[config.mk]
export PLATFORM = sky130hd
export DESIGN_NAME = mhf_top
export DESIGN_NICKNAME = d
export VERILOG_FILES = /design/src/mhf_pkg.sv /design/src/mhf_exec.sv /design/src/mhf_rx_filter.sv /design/src/mhf_top.sv
export VERILOG_INCLUDE_DIRS = /design/src
export SDC_FILE = /design/constraint.sdc
export NUM_CORES = 2
export LEC_CHECK = 0
export BUFFER_PORTS_ARGS = -buffer_cell sky130_fd_sc_hd__buf_2
export CORE_MARGIN = 1.5
export CORE_UTILIZATION = 55
export DETAILED_ROUTE_END_ITERATION = 8
export HOLD_SLACK_MARGIN = 0.12
export PLACE_DENSITY = 0.82
export SETUP_SLACK_MARGIN = 0.15
export SLEW_MARGIN = 20
export SYNTH_ARGS = -nofsm -noshare
export SYNTH_HDL_FRONTEND = slang
export SYNTH_SLANG_ARGS = --single-unit
[constraint.sdc]
create_clock -name clk_sys_i -period 7.54 [get_ports clk_sys_i]
set_input_delay 1.508 -clock clk_sys_i [delete_from_list [all_inputs] [get_ports clk_sys_i]]
set_output_delay 1.508 -clock clk_sys_i [all_outputs]
set_load 0.02 [all_outputs]
[src/mhf_params.svh]
// Offsets, field positions, reset values and constants of the multicast hash filter block.
`ifndef MHF_PARAMS_SVH
`define MHF_PARAMS_SVH

// Register byte offsets on the Avalon-MM slave.
`define MHF_REG_CTRL 5'h00
`define MHF_REG_BASE 5'h04
`define MHF_REG_LIST 5'h08
`define MHF_REG_STAT 5'h0C
`define MHF_REG_HASHL 5'h10
`define MHF_REG_HASHH 5'h14

// Control register bit positions.
`define MHF_CTRL_START 0
`define MHF_CTRL_RESUME 1
`define MHF_CTRL_SOFT_RST 2
`define MHF_CTRL_MULTI_IA 3
`define MHF_CTRL_ALL_MC 4
`define MHF_CTRL_NA_SUSP 5
`define MHF_CTRL_RESET 6'h00

// Action block word offsets and fields.
`define MHF_OFF_CMD 32'h0000_0000
`define MHF_OFF_LINK 32'h0000_0004
`define MHF_OFF_CNT 32'h0000_0008
`define MHF_OFF_LIST 32'h0000_000C
`define MHF_BIT_LAST 31
`define MHF_BIT_HALT 30
`define MHF_BIT_ALERT 29
`define MHF_ACT_HI 18
`define MHF_ACT_LO 16
`define MHF_ACT_MCAST 3'h3
`define MHF_BIT_DONE 15
`define MHF_BIT_OK 13
`define MHF_CNT_W 14
`define MHF_GROUP_BYTES 14'h0006

// Frame check sequence polynomial in reflected form and its preset.
`define MHF_CRC_POLY 32'hEDB8_8320
`define MHF_CRC_INIT 32'hFFFF_FFFF

`endif

[src/mhf_pkg.sv]
// Types and shared hash function of the multicast hash filter block.
`include "mhf_params.svh"
package mhf_pkg;

	// Command unit states.
	typedef enum logic [3:0] {
		ST_IDLE, ST_RD_CMD, ST_RD_LINK, ST_RD_CNT, ST_RD_LIST,
		ST_PUSH, ST_WAIT_HASH, ST_WR_STAT, ST_SUSP
	} mhf_state_e;

	// Frame check CRC over six address bytes, first byte in bits 7:0, LSB first.
	function automatic logic [5:0] mhf_crc_hash(input logic [47:0] addr);
		logic [31:0] crc;
		crc = `MHF_CRC_INIT;
		for (int i = 0; i < 48; i++) begin
			crc = (crc[0] ^ addr[i]) ? ((crc >> 1) ^ `MHF_CRC_POLY) : (crc >> 1);
		end
		return crc[7:2];
	endfunction

endpackage

[src/mhf_exec.sv]
// Execution machine that rebuilds the 64-bit multicast hash table from list bytes.
`timescale 1ns/10ps
`default_nettype none
module mhf_exec
	import mhf_pkg::*;
(
	// Clock and reset.
	input wire logic clk_sys_i,
	input wire logic rst_n_i,
	input wire logic soft_rst_i,
	// Setup request from the command unit.
	input wire logic start_i,
	input wire logic [11:0] groups_i,
	input wire logic byte_valid_i,
	input wire logic [7:0] byte_i,
	// Completion and table.
	output logic done_o,
	output logic [63:0] hash_o
);
	logic [47:0] grp_r;
	logic [2:0] bcnt_r;
	logic [11:0] left_r;
	logic busy_r;
	logic grp_end;
	logic [5:0] idx;

	// A group closes on its sixth byte; stray bytes outside a setup are dropped.
	assign grp_end = busy_r && byte_valid_i && (bcnt_r == 3'h5);
	assign idx = mhf_crc_hash({byte_i, grp_r[47:8]});

	// Byte collection and group counting.
	always_ff @(posedge clk_sys_i) begin
		if (!rst_n_i || soft_rst_i) begin
			grp_r <= 48'h0;
			bcnt_r <= 3'h0;
			left_r <= 12'h000;
			busy_r <= 1'b0;
			done_o <= 1'b0;
		end else begin
			done_o <= 1'b0;
			if (start_i) begin
				bcnt_r <= 3'h0;
				left_r <= groups_i;
				busy_r <= (groups_i != 12'h000);
				done_o <= (groups_i == 12'h000);
			end else if (busy_r && byte_valid_i) begin
				grp_r <= {byte_i, grp_r[47:8]};
				bcnt_r <= grp_end ? 3'h0 : bcnt_r + 3'h1;
				if (grp_end) begin
					left_r <= left_r - 12'h001;
					if (left_r == 12'h001) begin
						busy_r <= 1'b0;
						done_o <= 1'b1;
					end
				end
			end
		end
	end

	always_ff @(posedge clk_sys_i) begin
		if (!rst_n_i || soft_rst_i) begin
			hash_o <= 64'h0;
		end else if (start_i) begin
			hash_o <= 64'h0;
		end else if (grp_end) begin
			hash_o[idx] <= 1'b1;
		end
	end

	a_zero_clears: assert property (@(posedge clk_sys_i) disable iff (!rst_n_i)
		(start_i && groups_i == 12'h000 && !soft_rst_i) |=> (hash_o == 64'h0) && done_o)
		else $error("Empty list did not clear the table.");
	a_group_sets: assert property (@(posedge clk_sys_i) disable iff (!rst_n_i)
		(grp_end && !soft_rst_i) |=> hash_o[$past(idx)])
		else $error("Completed group did not set its table bit.");
	a_soft_clear: assert property (@(posedge clk_sys_i) disable iff (!rst_n_i)
		soft_rst_i |=> hash_o == 64'h0)
		else $error("Software reset left table bits set.");
endmodule // mhf_exec
`default_nettype wire

[src/mhf_rx_filter.sv]
// Receive address filter that consults the multicast hash table.
`timescale 1ns/10ps
`default_nettype none
module mhf_rx_filter
	import mhf_pkg::*;
(
	// Clock and reset.
	input wire logic clk_sys_i,
	input wire logic rst_n_i,
	// Destination address from the receive path, first byte in bits 7:0.
	input wire logic da_valid_i,
	input wire logic [47:0] da_i,
	// Table and options.
	input wire logic [63:0] hash_i,
	input wire logic multi_ia_i,
	input wire logic all_mc_i,
	// Verdict.
	output logic accept_o,
	output logic accept_valid_o
);
	logic hit;

	assign hit = hash_i[mhf_crc_hash(da_i)];

	always_ff @(posedge clk_sys_i) begin
		if (!rst_n_i) begin
			accept_o <= 1'b0;
			accept_valid_o <= 1'b0;
		end else begin
			accept_valid_o <= da_valid_i;
			accept_o <= da_valid_i && (da_i[0] ? (all_mc_i || hit) : (multi_ia_i && hit));
		end
	end

	a_all_mc: assert property (@(posedge clk_sys_i) disable iff (!rst_n_i)
		(da_valid_i && da_i[0] && all_mc_i) |=> accept_o && accept_valid_o)
		else $error("Multicast frame refused with receive-all set.");
	a_ia_gate: assert property (@(posedge clk_sys_i) disable iff (!rst_n_i)
		(da_valid_i && !da_i[0] && !multi_ia_i) |=> !accept_o)
		else $error("Individual frame accepted by hash without option.");
	c_mc_hit: cover property (@(posedge clk_sys_i) da_valid_i && da_i[0] && hit && !all_mc_i);
endmodule // mhf_rx_filter
`default_nettype wire

[src/mhf_top.sv]
// Multicast setup command unit with Avalon-MM registers, hash table and receive filter.
//
// The address map and the Avalon-MM interface to the registers were left to the implementer.
`timescale 1ns/10ps
`default_nettype none
`include "mhf_params.svh"
module mhf_top
	import mhf_pkg::*;
(
	// Clock and reset.
	input wire logic clk_sys_i,
	input wire logic rst_n_i,
	// Avalon-MM register slave.
	input wire logic [4:0] avs_address_i,
	input wire logic avs_read_i,
	input wire logic avs_write_i,
	input wire logic [31:0] avs_writedata_i,
	input wire logic [3:0] avs_byteenable_i,
	output logic [31:0] avs_readdata_o,
	output logic avs_waitrequest_o,
	// Host memory word port.
	output logic mem_req_o,
	output logic mem_we_o,
	output logic [31:0] mem_addr_o,
	output logic [31:0] mem_wdata_o,
	input wire logic [31:0] mem_rdata_i,
	input wire logic mem_ack_i,
	// Receive address check.
	input wire logic rx_da_valid_i,
	input wire logic [47:0] rx_da_i,
	output logic rx_accept_o,
	output logic rx_accept_valid_o,
	// Command unit events.
	output logic unit_idle_event_o,
	output logic unit_not_active_event_o,
	output logic action_done_event_o
);
	mhf_state_e state_r;
	logic [5:0] ctrl_r;
	logic [31:0] base_r;
	logic [31:0] list_r;
	logic start_r;
	logic resume_r;
	logic soft_rst_r;
	logic [31:0] blk_r;
	logic [31:0] cmd_r;
	logic [31:0] link_r;
	logic [31:0] lptr_r;
	logic [31:0] word_r;
	logic [1:0] bsel_r;
	logic [13:0] left_r;
	logic last_ok_r;
	logic push_r;
	logic [7:0] push_byte_r;
	logic exec_start_r;
	logic [11:0] exec_groups_r;
	logic exec_done;
	logic [63:0] hash;
	logic is_mcast;
	logic stat_ack;
	logic [11:0] cnt_groups;
	logic bus_acc;

	// Byte-lane merge for writable words.
	function automatic logic [31:0] be_merge(input logic [31:0] old, input logic [31:0] nw,
		input logic [3:0] be);
		logic [31:0] res;
		res = old;
		for (int i = 0; i < 4; i++) begin
			if (be[i]) begin
				res[i*8 +: 8] = nw[i*8 +: 8];
			end
		end
		return res;
	endfunction

	// Address of a word within the current action block.
	function automatic logic [31:0] blk_addr(input logic [31:0] blk, input logic [31:0] off);
		return base_r + blk + off;
	endfunction

	assign is_mcast = (cmd_r[`MHF_ACT_HI:`MHF_ACT_LO] == `MHF_ACT_MCAST);
	assign stat_ack = (state_r == ST_WR_STAT) && mem_ack_i;
	// whole groups of the count word on the read data.
	assign cnt_groups = 12'(mem_rdata_i[`MHF_CNT_W-1:0] / `MHF_GROUP_BYTES);
	assign bus_acc = (avs_read_i || avs_write_i) && !avs_waitrequest_o;

	// Slave answers one cycle after it sees a request.
	always_ff @(posedge clk_sys_i) begin
		if (!rst_n_i) begin
			avs_waitrequest_o <= 1'b1;
		end else begin
			avs_waitrequest_o <= !((avs_read_i || avs_write_i) && avs_waitrequest_o);
		end
	end

	// Read data is loaded as the wait is dropped; unmapped offsets read zero.
	always_ff @(posedge clk_sys_i) begin
		if (!rst_n_i) begin
			avs_readdata_o <= 32'h0;
		end else if (avs_read_i && avs_waitrequest_o) begin
			unique case (avs_address_i)
				`MHF_REG_CTRL: avs_readdata_o <= {26'h0, ctrl_r};
				`MHF_REG_BASE: avs_readdata_o <= base_r;
				`MHF_REG_LIST: avs_readdata_o <= list_r;
				`MHF_REG_STAT: avs_readdata_o <= {24'h0, last_ok_r, 3'h0, 4'(state_r)};
				`MHF_REG_HASHL: avs_readdata_o <= hash[31:0];
				`MHF_REG_HASHH: avs_readdata_o <= hash[63:32];
				default: avs_readdata_o <= 32'h0;
			endcase
		end
	end

	// Register writes and one-cycle command strobes.
	always_ff @(posedge clk_sys_i) begin
		if (!rst_n_i) begin
			ctrl_r <= `MHF_CTRL_RESET;
			base_r <= 32'h0;
			list_r <= 32'h0;
			start_r <= 1'b0;
			resume_r <= 1'b0;
			soft_rst_r <= 1'b0;
		end else begin
			start_r <= 1'b0;
			resume_r <= 1'b0;
			soft_rst_r <= 1'b0;
			if (bus_acc && avs_write_i) begin
				unique case (avs_address_i)
					`MHF_REG_CTRL: begin
						if (avs_byteenable_i[0]) begin
							ctrl_r <= {avs_writedata_i[5:3], 3'h0};
							start_r <= avs_writedata_i[`MHF_CTRL_START];
							resume_r <= avs_writedata_i[`MHF_CTRL_RESUME];
							soft_rst_r <= avs_writedata_i[`MHF_CTRL_SOFT_RST];
						end
					end
					`MHF_REG_BASE: base_r <= be_merge(base_r, avs_writedata_i, avs_byteenable_i);
					`MHF_REG_LIST: list_r <= be_merge(list_r, avs_writedata_i, avs_byteenable_i);
					default: ;
				endcase
			end
		end
	end

	always_ff @(posedge clk_sys_i) begin
		if (!rst_n_i || soft_rst_r) begin
			state_r <= ST_IDLE;
			mem_req_o <= 1'b0;
			mem_we_o <= 1'b0;
			mem_addr_o <= 32'h0;
			mem_wdata_o <= 32'h0;
			blk_r <= 32'h0;
			cmd_r <= 32'h0;
			link_r <= 32'h0;
			lptr_r <= 32'h0;
			word_r <= 32'h0;
			bsel_r <= 2'h0;
			left_r <= 14'h0;
			push_r <= 1'b0;
			push_byte_r <= 8'h0;
			exec_start_r <= 1'b0;
			exec_groups_r <= 12'h000;
			last_ok_r <= 1'b0;
		end else begin
			push_r <= 1'b0;
			exec_start_r <= 1'b0;
			unique case (state_r)
				ST_IDLE: begin
					if (start_r) begin
						blk_r <= list_r;
						mem_addr_o <= blk_addr(list_r, `MHF_OFF_CMD);
						mem_req_o <= 1'b1;
						state_r <= ST_RD_CMD;
					end
				end
				ST_RD_CMD: begin
					if (mem_ack_i) begin
						cmd_r <= mem_rdata_i;
						mem_addr_o <= blk_addr(blk_r, `MHF_OFF_LINK);
						state_r <= ST_RD_LINK;
					end
				end
				ST_RD_LINK: begin
					if (mem_ack_i) begin
						link_r <= mem_rdata_i;
						if (is_mcast) begin
							mem_addr_o <= blk_addr(blk_r, `MHF_OFF_CNT);
							state_r <= ST_RD_CNT;
						end else begin
							mem_we_o <= 1'b1;
							mem_addr_o <= blk_addr(blk_r, `MHF_OFF_CMD);
							mem_wdata_o <= {cmd_r[31:16], 1'b1, 15'h0};
							last_ok_r <= 1'b0;
							state_r <= ST_WR_STAT;
						end
					end
				end
				ST_RD_CNT: begin
					if (mem_ack_i) begin
						// latch rounded count and start the list.
						exec_start_r <= 1'b1;
						exec_groups_r <= cnt_groups;
						left_r <= 14'(cnt_groups * `MHF_GROUP_BYTES);
						lptr_r <= `MHF_OFF_LIST;
						mem_addr_o <= blk_addr(blk_r, `MHF_OFF_LIST);
						mem_req_o <= (cnt_groups != 12'h000);
						state_r <= (cnt_groups != 12'h000) ? ST_RD_LIST : ST_WAIT_HASH;
					end
				end
				ST_RD_LIST: begin
					if (mem_ack_i) begin
						word_r <= mem_rdata_i;
						bsel_r <= 2'h0;
						mem_req_o <= 1'b0;
						state_r <= ST_PUSH;
					end
				end
				ST_PUSH: begin
					// one list byte per cycle, lowest address first.
					push_r <= 1'b1;
					push_byte_r <= word_r[{bsel_r, 3'h0} +: 8];
					left_r <= left_r - 14'h1;
					bsel_r <= bsel_r + 2'h1;
					if (left_r == 14'h1) begin
						state_r <= ST_WAIT_HASH;
					end else if (bsel_r == 2'h3) begin
						lptr_r <= lptr_r + 32'h4;
						mem_addr_o <= blk_addr(blk_r, lptr_r + 32'h4);
						mem_req_o <= 1'b1;
						state_r <= ST_RD_LIST;
					end
				end
				ST_WAIT_HASH: begin
					// write status once the table is rebuilt.
					if (exec_done) begin
						mem_req_o <= 1'b1;
						mem_we_o <= 1'b1;
						mem_addr_o <= blk_addr(blk_r, `MHF_OFF_CMD);
						mem_wdata_o <= {cmd_r[31:16], 1'b1, 1'b0, 1'b1, 13'h0};
						last_ok_r <= 1'b1;
						state_r <= ST_WR_STAT;
					end
				end
				ST_WR_STAT: begin
					if (mem_ack_i) begin
						mem_we_o <= 1'b0;
						if (cmd_r[`MHF_BIT_LAST]) begin
							mem_req_o <= 1'b0;
							state_r <= ST_IDLE;
						end else if (cmd_r[`MHF_BIT_HALT]) begin
							mem_req_o <= 1'b0;
							state_r <= ST_SUSP;
						end else begin
							// follow the link relative to the base.
							blk_r <= link_r;
							mem_addr_o <= blk_addr(link_r, `MHF_OFF_CMD);
							state_r <= ST_RD_CMD;
						end
					end
				end
				ST_SUSP: begin
					if (resume_r) begin
						blk_r <= link_r;
						mem_addr_o <= blk_addr(link_r, `MHF_OFF_CMD);
						mem_req_o <= 1'b1;
						state_r <= ST_RD_CMD;
					end
				end
			endcase
		end
	end

	always_ff @(posedge clk_sys_i) begin
		if (!rst_n_i) begin
			unit_idle_event_o <= 1'b0;
			unit_not_active_event_o <= 1'b0;
			action_done_event_o <= 1'b0;
		end else begin
			unit_idle_event_o <= stat_ack && cmd_r[`MHF_BIT_LAST];
			unit_not_active_event_o <= stat_ack && (cmd_r[`MHF_BIT_LAST] ||
				(cmd_r[`MHF_BIT_HALT] && ctrl_r[`MHF_CTRL_NA_SUSP]));
			action_done_event_o <= stat_ack && cmd_r[`MHF_BIT_ALERT];
		end
	end

	mhf_exec u_exec (
		.clk_sys_i(clk_sys_i),
		.rst_n_i(rst_n_i),
		.soft_rst_i(soft_rst_r),
		.start_i(exec_start_r),
		.groups_i(exec_groups_r),
		.byte_valid_i(push_r),
		.byte_i(push_byte_r),
		.done_o(exec_done),
		.hash_o(hash)
	);

	mhf_rx_filter u_rx (
		.clk_sys_i(clk_sys_i),
		.rst_n_i(rst_n_i),
		.da_valid_i(rx_da_valid_i),
		.da_i(rx_da_i),
		.hash_i(hash),
		.multi_ia_i(ctrl_r[`MHF_CTRL_MULTI_IA]),
		.all_mc_i(ctrl_r[`MHF_CTRL_ALL_MC]),
		.accept_o(rx_accept_o),
		.accept_valid_o(rx_accept_valid_o)
	);

	a_last_idle: assert property (@(posedge clk_sys_i) disable iff (!rst_n_i)
		(stat_ack && cmd_r[`MHF_BIT_LAST] && !soft_rst_r) |=>
		(state_r == ST_IDLE) && unit_idle_event_o && unit_not_active_event_o)
		else $error("Last block did not idle with event.");
	a_halt_susp: assert property (@(posedge clk_sys_i) disable iff (!rst_n_i)
		(stat_ack && !cmd_r[`MHF_BIT_LAST] && cmd_r[`MHF_BIT_HALT] && !soft_rst_r) |=>
		(state_r == ST_SUSP) && (unit_not_active_event_o == ctrl_r[`MHF_CTRL_NA_SUSP]))
		else $error("Halt bit did not suspend correctly.");
	a_done_alert: assert property (@(posedge clk_sys_i) disable iff (!rst_n_i)
		action_done_event_o |-> $past(stat_ack) && $past(cmd_r[`MHF_BIT_ALERT]))
		else $error("Done event without alert bit.");
	a_status_ok: assert property (@(posedge clk_sys_i) disable iff (!rst_n_i)
		(mem_req_o && mem_we_o) |-> mem_wdata_o[`MHF_BIT_DONE] &&
		(mem_wdata_o[`MHF_BIT_OK] == is_mcast))
		else $error("Status word done or ok bit wrong.");
	a_link_follow: assert property (@(posedge clk_sys_i) disable iff (!rst_n_i)
		(stat_ack && !cmd_r[`MHF_BIT_LAST] && !cmd_r[`MHF_BIT_HALT] && !soft_rst_r) |=>
		(mem_addr_o == base_r + $past(link_r)) && (state_r == ST_RD_CMD))
		else $error("Next block address is not base plus link.");
	a_count_round: assert property (@(posedge clk_sys_i) disable iff (!rst_n_i)
		exec_start_r |-> (left_r == 14'(exec_groups_r * `MHF_GROUP_BYTES)) &&
		($past(mem_rdata_i[13:0]) - left_r < `MHF_GROUP_BYTES))
		else $error("List count not rounded down to whole groups.");
	a_hash_wait: assert property (@(posedge clk_sys_i) disable iff (!rst_n_i)
		(state_r == ST_WAIT_HASH && !exec_done && !soft_rst_r) |=> !mem_req_o)
		else $error("Status written before hash update finished.");
	c_last: cover property (@(posedge clk_sys_i) stat_ack && cmd_r[`MHF_BIT_LAST]);
	c_halt: cover property (@(posedge clk_sys_i) state_r == ST_SUSP && resume_r);
	c_zero: cover property (@(posedge clk_sys_i) exec_start_r && exec_groups_r == 12'h000);
	c_chain: cover property (@(posedge clk_sys_i) stat_ack && !cmd_r[`MHF_BIT_LAST] &&
		!cmd_r[`MHF_BIT_HALT]);
endmodule // mhf_top
`default_nettype wire

Word level (Yosys, flattened, before mapping)
Index checks and enable logic that the tools add are counted.
{ "classes": {"n_shift": 1, "bitwise_logic": 191, "muxes": 179, "n_reduce_logical": 64, "multipliers": 1, "order_cmp": 3, "add_sub_neg": 12, "n_eq_ne": 33, "n_div": 1} }
{ "ops": {"columns": ["op", "n"], "rows": [
  ["$mux W32", 71],
  ["$not A13 Y14", 46],
  ["$pmux W32 S8", 1],
  ["$pmux W32 S6", 1],
  ["$add A32 B32 Y32", 4],
  ["$mux W16", 8],
  ["$pmux W32 S2", 2],
  ["$mux W10", 12],
  ["$mux W28", 4],
  ["$mux W25", 4],
  ["$pmux W32 S3", 1],
  ["$xor A1 B1 Y1", 94],
  ["$mux W22", 4],
  ["$add A32 B3 Y32 const B", 2],
  ["$add A32 B4 Y32 const B", 2],
  ["$or A64 B64 Y64", 1],
  ["$mux W31", 2],
  ["$mux W30", 2],
  ["$mux W27", 2],
  ["$mux W24", 2],
  ["$mux W4", 12],
  ["$not A11 Y11", 4],
  ["$mux W21", 2],
  ["$mux W20", 2],
  ["other kinds (71)", 200]
]} }
{ "word_totals": {"ff_bits": 506, "input_bits": 127, "out_inout_bits": 104} }

Logic depth before layout (Yosys ltp)
{ "logic_depth": {"ltp_word": 100, "ltp_mapped": 28} }

Modules after synthesis
Synthesis repeated with hierarchy kept, for this count alone.
{ "hier_totals": {"hier_cells": 3872, "hier_area_um2": 33178.1} }
{ "by_module_without_submodules": {"columns": ["mod", "area_per_inst_um2", "cells_per_inst", "seq_area_each_um2", "n_inst"], "rows": [
  ["mhf_top", 22340.2, 2839, 6846.6, 1],
  ["mhf_exec", 7592.3, 759, 2422.3, 1],
  ["mhf_rx_filter", 3245.6, 274, 40.0, 1]
]} }

Worst setup path before layout
No wires, ideal clock.
{ "synth_timing": {"path_type": "input to register", "start": "in mem_rdata_i[9]", "end": "reg left_r[11]", "t_required_ps": 7423, "setup_slack_ps": 954, "setup_ps": 117, "arrival_ps": 6469, "stages": 25, "path_cell_list": "clkbuf_1 inv_1 and4_1 o31a_1 a211oi_1 inv_1 a21bo_2 a221o_1 a21oi_1 clkbuf_1 mux2i_1 o221ai_1 nor2_1 a21oi_1 inv_1 ha_1 a31o_1 a21o_1 a21oi_1 o2111ai_1 a21o_1 a21o_1 xnor2_1 o31ai_1 a22o_1"} }
{ "synth_via": {"elab_chain_cells": 4} }
{ "synth_lines": {"columns": ["item", "line", "rtl"], "rows": [
  ["start: declaration", "mhf_top.sv:26", "input wire logic [31:0] mem_rdata_i,"],
  ["$div A14 B3 Y14 (no line)", null, null],
  ["net cnt_groups[7]", "mhf_top.sv:61", "logic [11:0] cnt_groups;"],
  ["$mul A12 B2 Y13 (no line)", null, null],
  ["$mux W14", "mhf_top.sv:199", "if (mem_ack_i) begin"],
  ["$pmux W14 S2", "mhf_top.sv:167", "unique case (state_r)"],
  ["end signal: assignment", "mhf_top.sv:203", "left_r <= 14'(cnt_groups * `MHF_GROUP_BYTES);"],
  ["end signal: assignment", "mhf_top.sv:222", "left_r <= left_r - 14'h1;"],
  ["end: declaration", "mhf_top.sv:51", "logic [13:0] left_r;"]
]} }
The timed path passes the listed nets, and every way through them passes these cells. The select of a mux whose other input is x is not followed.
A chain may end at the register's enable or synchronous reset.

Worst setup path in the final report
{ "layout_timing": {"start": "in mem_rdata_i[11]", "end": "reg left_r[11]"} }
Same word-level chain as after synthesis.

==> flow_summary_export.csv <==
group,metric,value,unit
synthesis,synth_cells,3845,
cells_and_area,seqCellArea,9309,µm²
cells_and_area,nets,4183,
floorplan,die_w,242.1,µm
clock_tree,ctsRootBufferMaster,"clkbuf_16",
timing,fin_worst_skew,0.03084,ns
floorplan,start_util,55.66,%
drt,drt-total-wl,95340,µm
setup_path,slowest_delay,0.58,ns
timing,tightest_slew,1.055,ns
clock_tree,clk_latency,0.63,ns
synthesis,synth_top_cell_area_share,29.60,%
synthesis,yosysWarningCount,0,
synthesis,syn_area,31450,µm²
run_status,run_status,"completed",
placement,post-dp-hpwl,71240,µm
drt,routedWlPerCell,20.14,µm
global_routing,use_met1,42.22,%
setup_path,rr_endpoint,"mem_addr_o[29]$_SDFFE_PP0P_",
setup_path,path_cells,"buf_2 > nand2b_1 > and4_1 > o31a_1 > a211oi_1 > inv_1 > a21bo_2 > a221o_1 > o21ai_1 > mux2i_1 > o221ai_1 > nor2_1 > a21oi_1 > inv_1 > ha_1 > a31o_1 > a21o_1 > a21oi_1 > o2111ai_1 > a21o_1 > a21o_1 > xnor2_1 > o31ai_1 > a22o_1",
min_path,hold_path_depth,2,
clock_tree,clockBufferDepth,3,
floorplan,die_h,242.1,µm
timing,finalHoldViolCount,0,
timing,finalCritPeriodShare,88.54,%
synthesis,yosysSeqAreaShare,29.60,%
global_routing,use_met2,47.57,%
pwr,p_leak,13.53,nW
synthesis,ys_ff_latch,465,
global_routing,grt_pass1_wl,146600,µm
global_routing,use_met3,5.993,%
cells_and_area,syn2layout_area_growth,10.16,%
clock_tree,path_clk_slew,0.06,ns
timing,fin_crit,6.676,ns
drt,ant_nets,0,
drt,drcViolationCount,0,
drt,drtIter0Drc,2781,
setup_path,slowest_stage,"o21ai_1",
placement,portBuffers,216,
timing,grt_setup_unrepaired,"false",
synthesis,yosys.area.top_type,"dfxtp_1",
global_routing,grt-ovfl-total,0,
clock_tree,cts_setup_buffers,0,
clock_tree,cts_buffers,49,
placement,place_ws,0.3919,ns
global_routing,top_usage_layer,"met2",
setup_path,cp_common_cell,"a21o_1",
synthesis,synth_flop_cell,"dfxtp_1",
clock_tree,hold_buffers,0,
synthesis,synth_area_leaders,"dfxtp_1 30%, xnor2_1 12%, a21oi_1 6.3%, nand2_1 5.5%, ha_1 4.7%",
drt,vias,28410,
floorplan,die-area,58620,µm²
setup_path,ff2ff_path_depth,26,
placement,place_congestion,0.9903,
setup_path,critPathLaunchType,"input port",
setup_path,critical_path_class,"input port to register",
clock_tree,htreeDepth,2,
cells_and_area,layout.cells.non_filler,4733,
min_path,holdPathEnd,"word_r[17]$_SDFFE_PP0P_",
drt,firstDrtPassIters,6,
global_routing,antenna_found_initial,3,
setup_path,crit_fanout,16,
cells_and_area,multi_input_area,21030,µm²
clock_tree,cts_tree,"built",
setup_path,critPathArrivalTime,7.17,ns
global_routing,grt_usage,31.18,%
placement,dpl_cell_area,32950,µm²
flow_run,maxCapViolCount,0,
cells_and_area,drive_gt1_share,11.88,%
clock_tree,cts_resized,0,
timing,drv_slew,0,
setup_path,timing.rr.start,"base_r[1]$_SDFFE_PN0P_",
synthesis,synth-async-reset-ratio,0,%
min_path,min-delay-start,"word_r[17]$_SDFFE_PP0P_",
setup_path,cp.required,8.04,ns
clock_tree,clock_sinks,465,
pwr,ir_worst_vdd,1.331,mV
synthesis,synth_edf_count,0,
pwr,power_density,390.9,nW/µm²
timing,fin_ws,0.8644,ns
cells_and_area,layout_common_cells,"465 x dfxtp_1, 458 x nand2_1, 438 x xnor2_1",
timing,setup_violations,0,
cells_and_area,layout_commonest_cell,"dfxtp_1",
timing,fmax,149.8,MHz
synthesis,synth.distinct_cells,92,
global_routing,grt_max_degree,108,
setup_path,cp-end-kind,"register",
floorplan,ios,231,
global_routing,grt_pass1_vias,26130,
cells_and_area,stdcell_area,34640,µm²
placement,dp.cells,4639,
floorplan,core_area,56500,µm²
synthesis,avgSynthCellArea,8.179,µm²
floorplan,row_count,87,
drt,vias_per_cell,6.003,
min_path,hp-class,"register to register",
timing,setup-tns-final,0,ns
cells_and_area,fillers,4865,
timing,relSlewSlack,29.48,%
setup_path,r2r_setup_slack,0.91,ns
-- cells in the mapped netlist (all sizes together) (5+ instances only) --
cell     count
nand2b      33
inv         78
nand2      460
a2111oi      6
mux2i       93
mux2        32
nor4b        8
nand3b      19
nor3        49
a31oi       25
a211oi      29
nor2b       62
a21o        46
xnor2      466
nand4       13
and2        21
xor2       154
and3        30
dfxtp      465
or3         20
nor2       333
o22ai       11
a221oi      23
a21oi      395
o21a        18
a21boi      64
o221ai      18
a211o        6
o21ai      145
or4          9
buf         46
o211ai      10
nand3      111
clkbuf     186
o21bai      15
and4         5
nor4        19
nor3b        7
a22oi       87
o31ai       10
or2          6
ha         118
mux4        24
xnor3        7
-- logic make-up (layout without fill, tap and decap cells) --
family                     Yosys count  in the layout  synth area share, %
and+or+nand+nor                   1213           1213                17.59
AOI/OAI and AO/OA                  955            955                18.85
xor gates and xnor gates           630            630                19.15
DFF                                465            465                29.60
buffers and inverters              310            424                4.011
muxes                              149            149                5.837
adders and majority gates          122            122                4.950
other                                1             19              0.01193
-- worst max-delay path by stage --
stage	depth (start not counted)	slack, ns	startpoint	endpoint
after floorplan	25	0.95	mem_rdata_i[9]	left_r[11]$_SDFFE_PP0P_
after global placement	24	0.57	mem_rdata_i[11]	left_r[11]$_SDFFE_PP0P_
after detailed placement	24	0.39	mem_rdata_i[11]	left_r[11]$_SDFFE_PP0P_
after CTS	24	0.97	base_r[1]$_SDFFE_PN0P_	mem_addr_o[31]$_SDFFE_PP0P_
after global routing	26	0.35	state_r[3]$_SDFFE_PP0P_	mem_addr_o[20]$_SDFFE_PP0P_
final	24	0.86	mem_rdata_i[11]	left_r[11]$_SDFFE_PP0P_
-- flip-flops by register name, summed over array words and instances (netlist names), 2 cells and up --
name	cells
u_exec.grp_r	40
u_exec.hash_o	64
left_r	14
word_r	32
blk_r	32
base_r	32
mem_addr_o	32
u_exec.bcnt_r	3
push_byte_r	8
exec_groups_r	12
ctrl_r	3
list_r	32
state_r	4
mem_wdata_o	18
link_r	32
u_exec.left_r	12
cmd_r	16
bsel_r	2
lptr_r	30
avs_readdata_o	32
-- per-layer routing --
metal | vias up | share of wire (%) | routed length [µm]
met2 | 1400 | 43 | 41470
met1 | 13190 | 42 | 39990
met4 | 4 | 5.2 | 4916
met3 | 250 | 9.4 | 8945
li1 | 13570 | - | -
met5 | - | 0.029 | 28
-- layout make-up --
cell class	instances	area share [%]
Sequential cell	465	26.87
Multi-Input combinational cell	3084	60.70
Inverter	78	0.8452
Timing Repair Buffer	256	3.988
Clock inverter	30	1.008
Clock buffer	60	3.832
Antenna cell	4	0.02890
Tap cell	756	2.731
-- report_power, final --
part	internal (mW)	total [mW]	leakage [nW]	switching, mW
registers	2.54	2.62	3.75	0.0733
clock network	1.45	2.55	0.827	1.11
logic	3.77	8.37	8.95	4.61
-- critical path: cells and delay by family --
kind / cells / cell delay, ns
multiplexers: 1 / 0.16
AND/OR/NAND/NOR: 3 / 0.47
AO/OA/AOI/OAI: 15 / 4.00
buffers and inverters: 3 / 0.53
XOR/XNOR: 1 / 0.21
adder cells (fa/ha/maj): 1 / 0.28
-- metrics by stage --
stage	total power [mW]	util (%)	hold slack (ns)
detailed placement	11.02	58.32	0.4435
global placement	11.01	58.32	0.4387
CTS	13.58	61.29	0.4519
global route	14.00	61.30	0.4722
floorplan	9.957	-	0.4214
finish	13.54	61.32	0.4511
(Power assumes the default switching activity.)
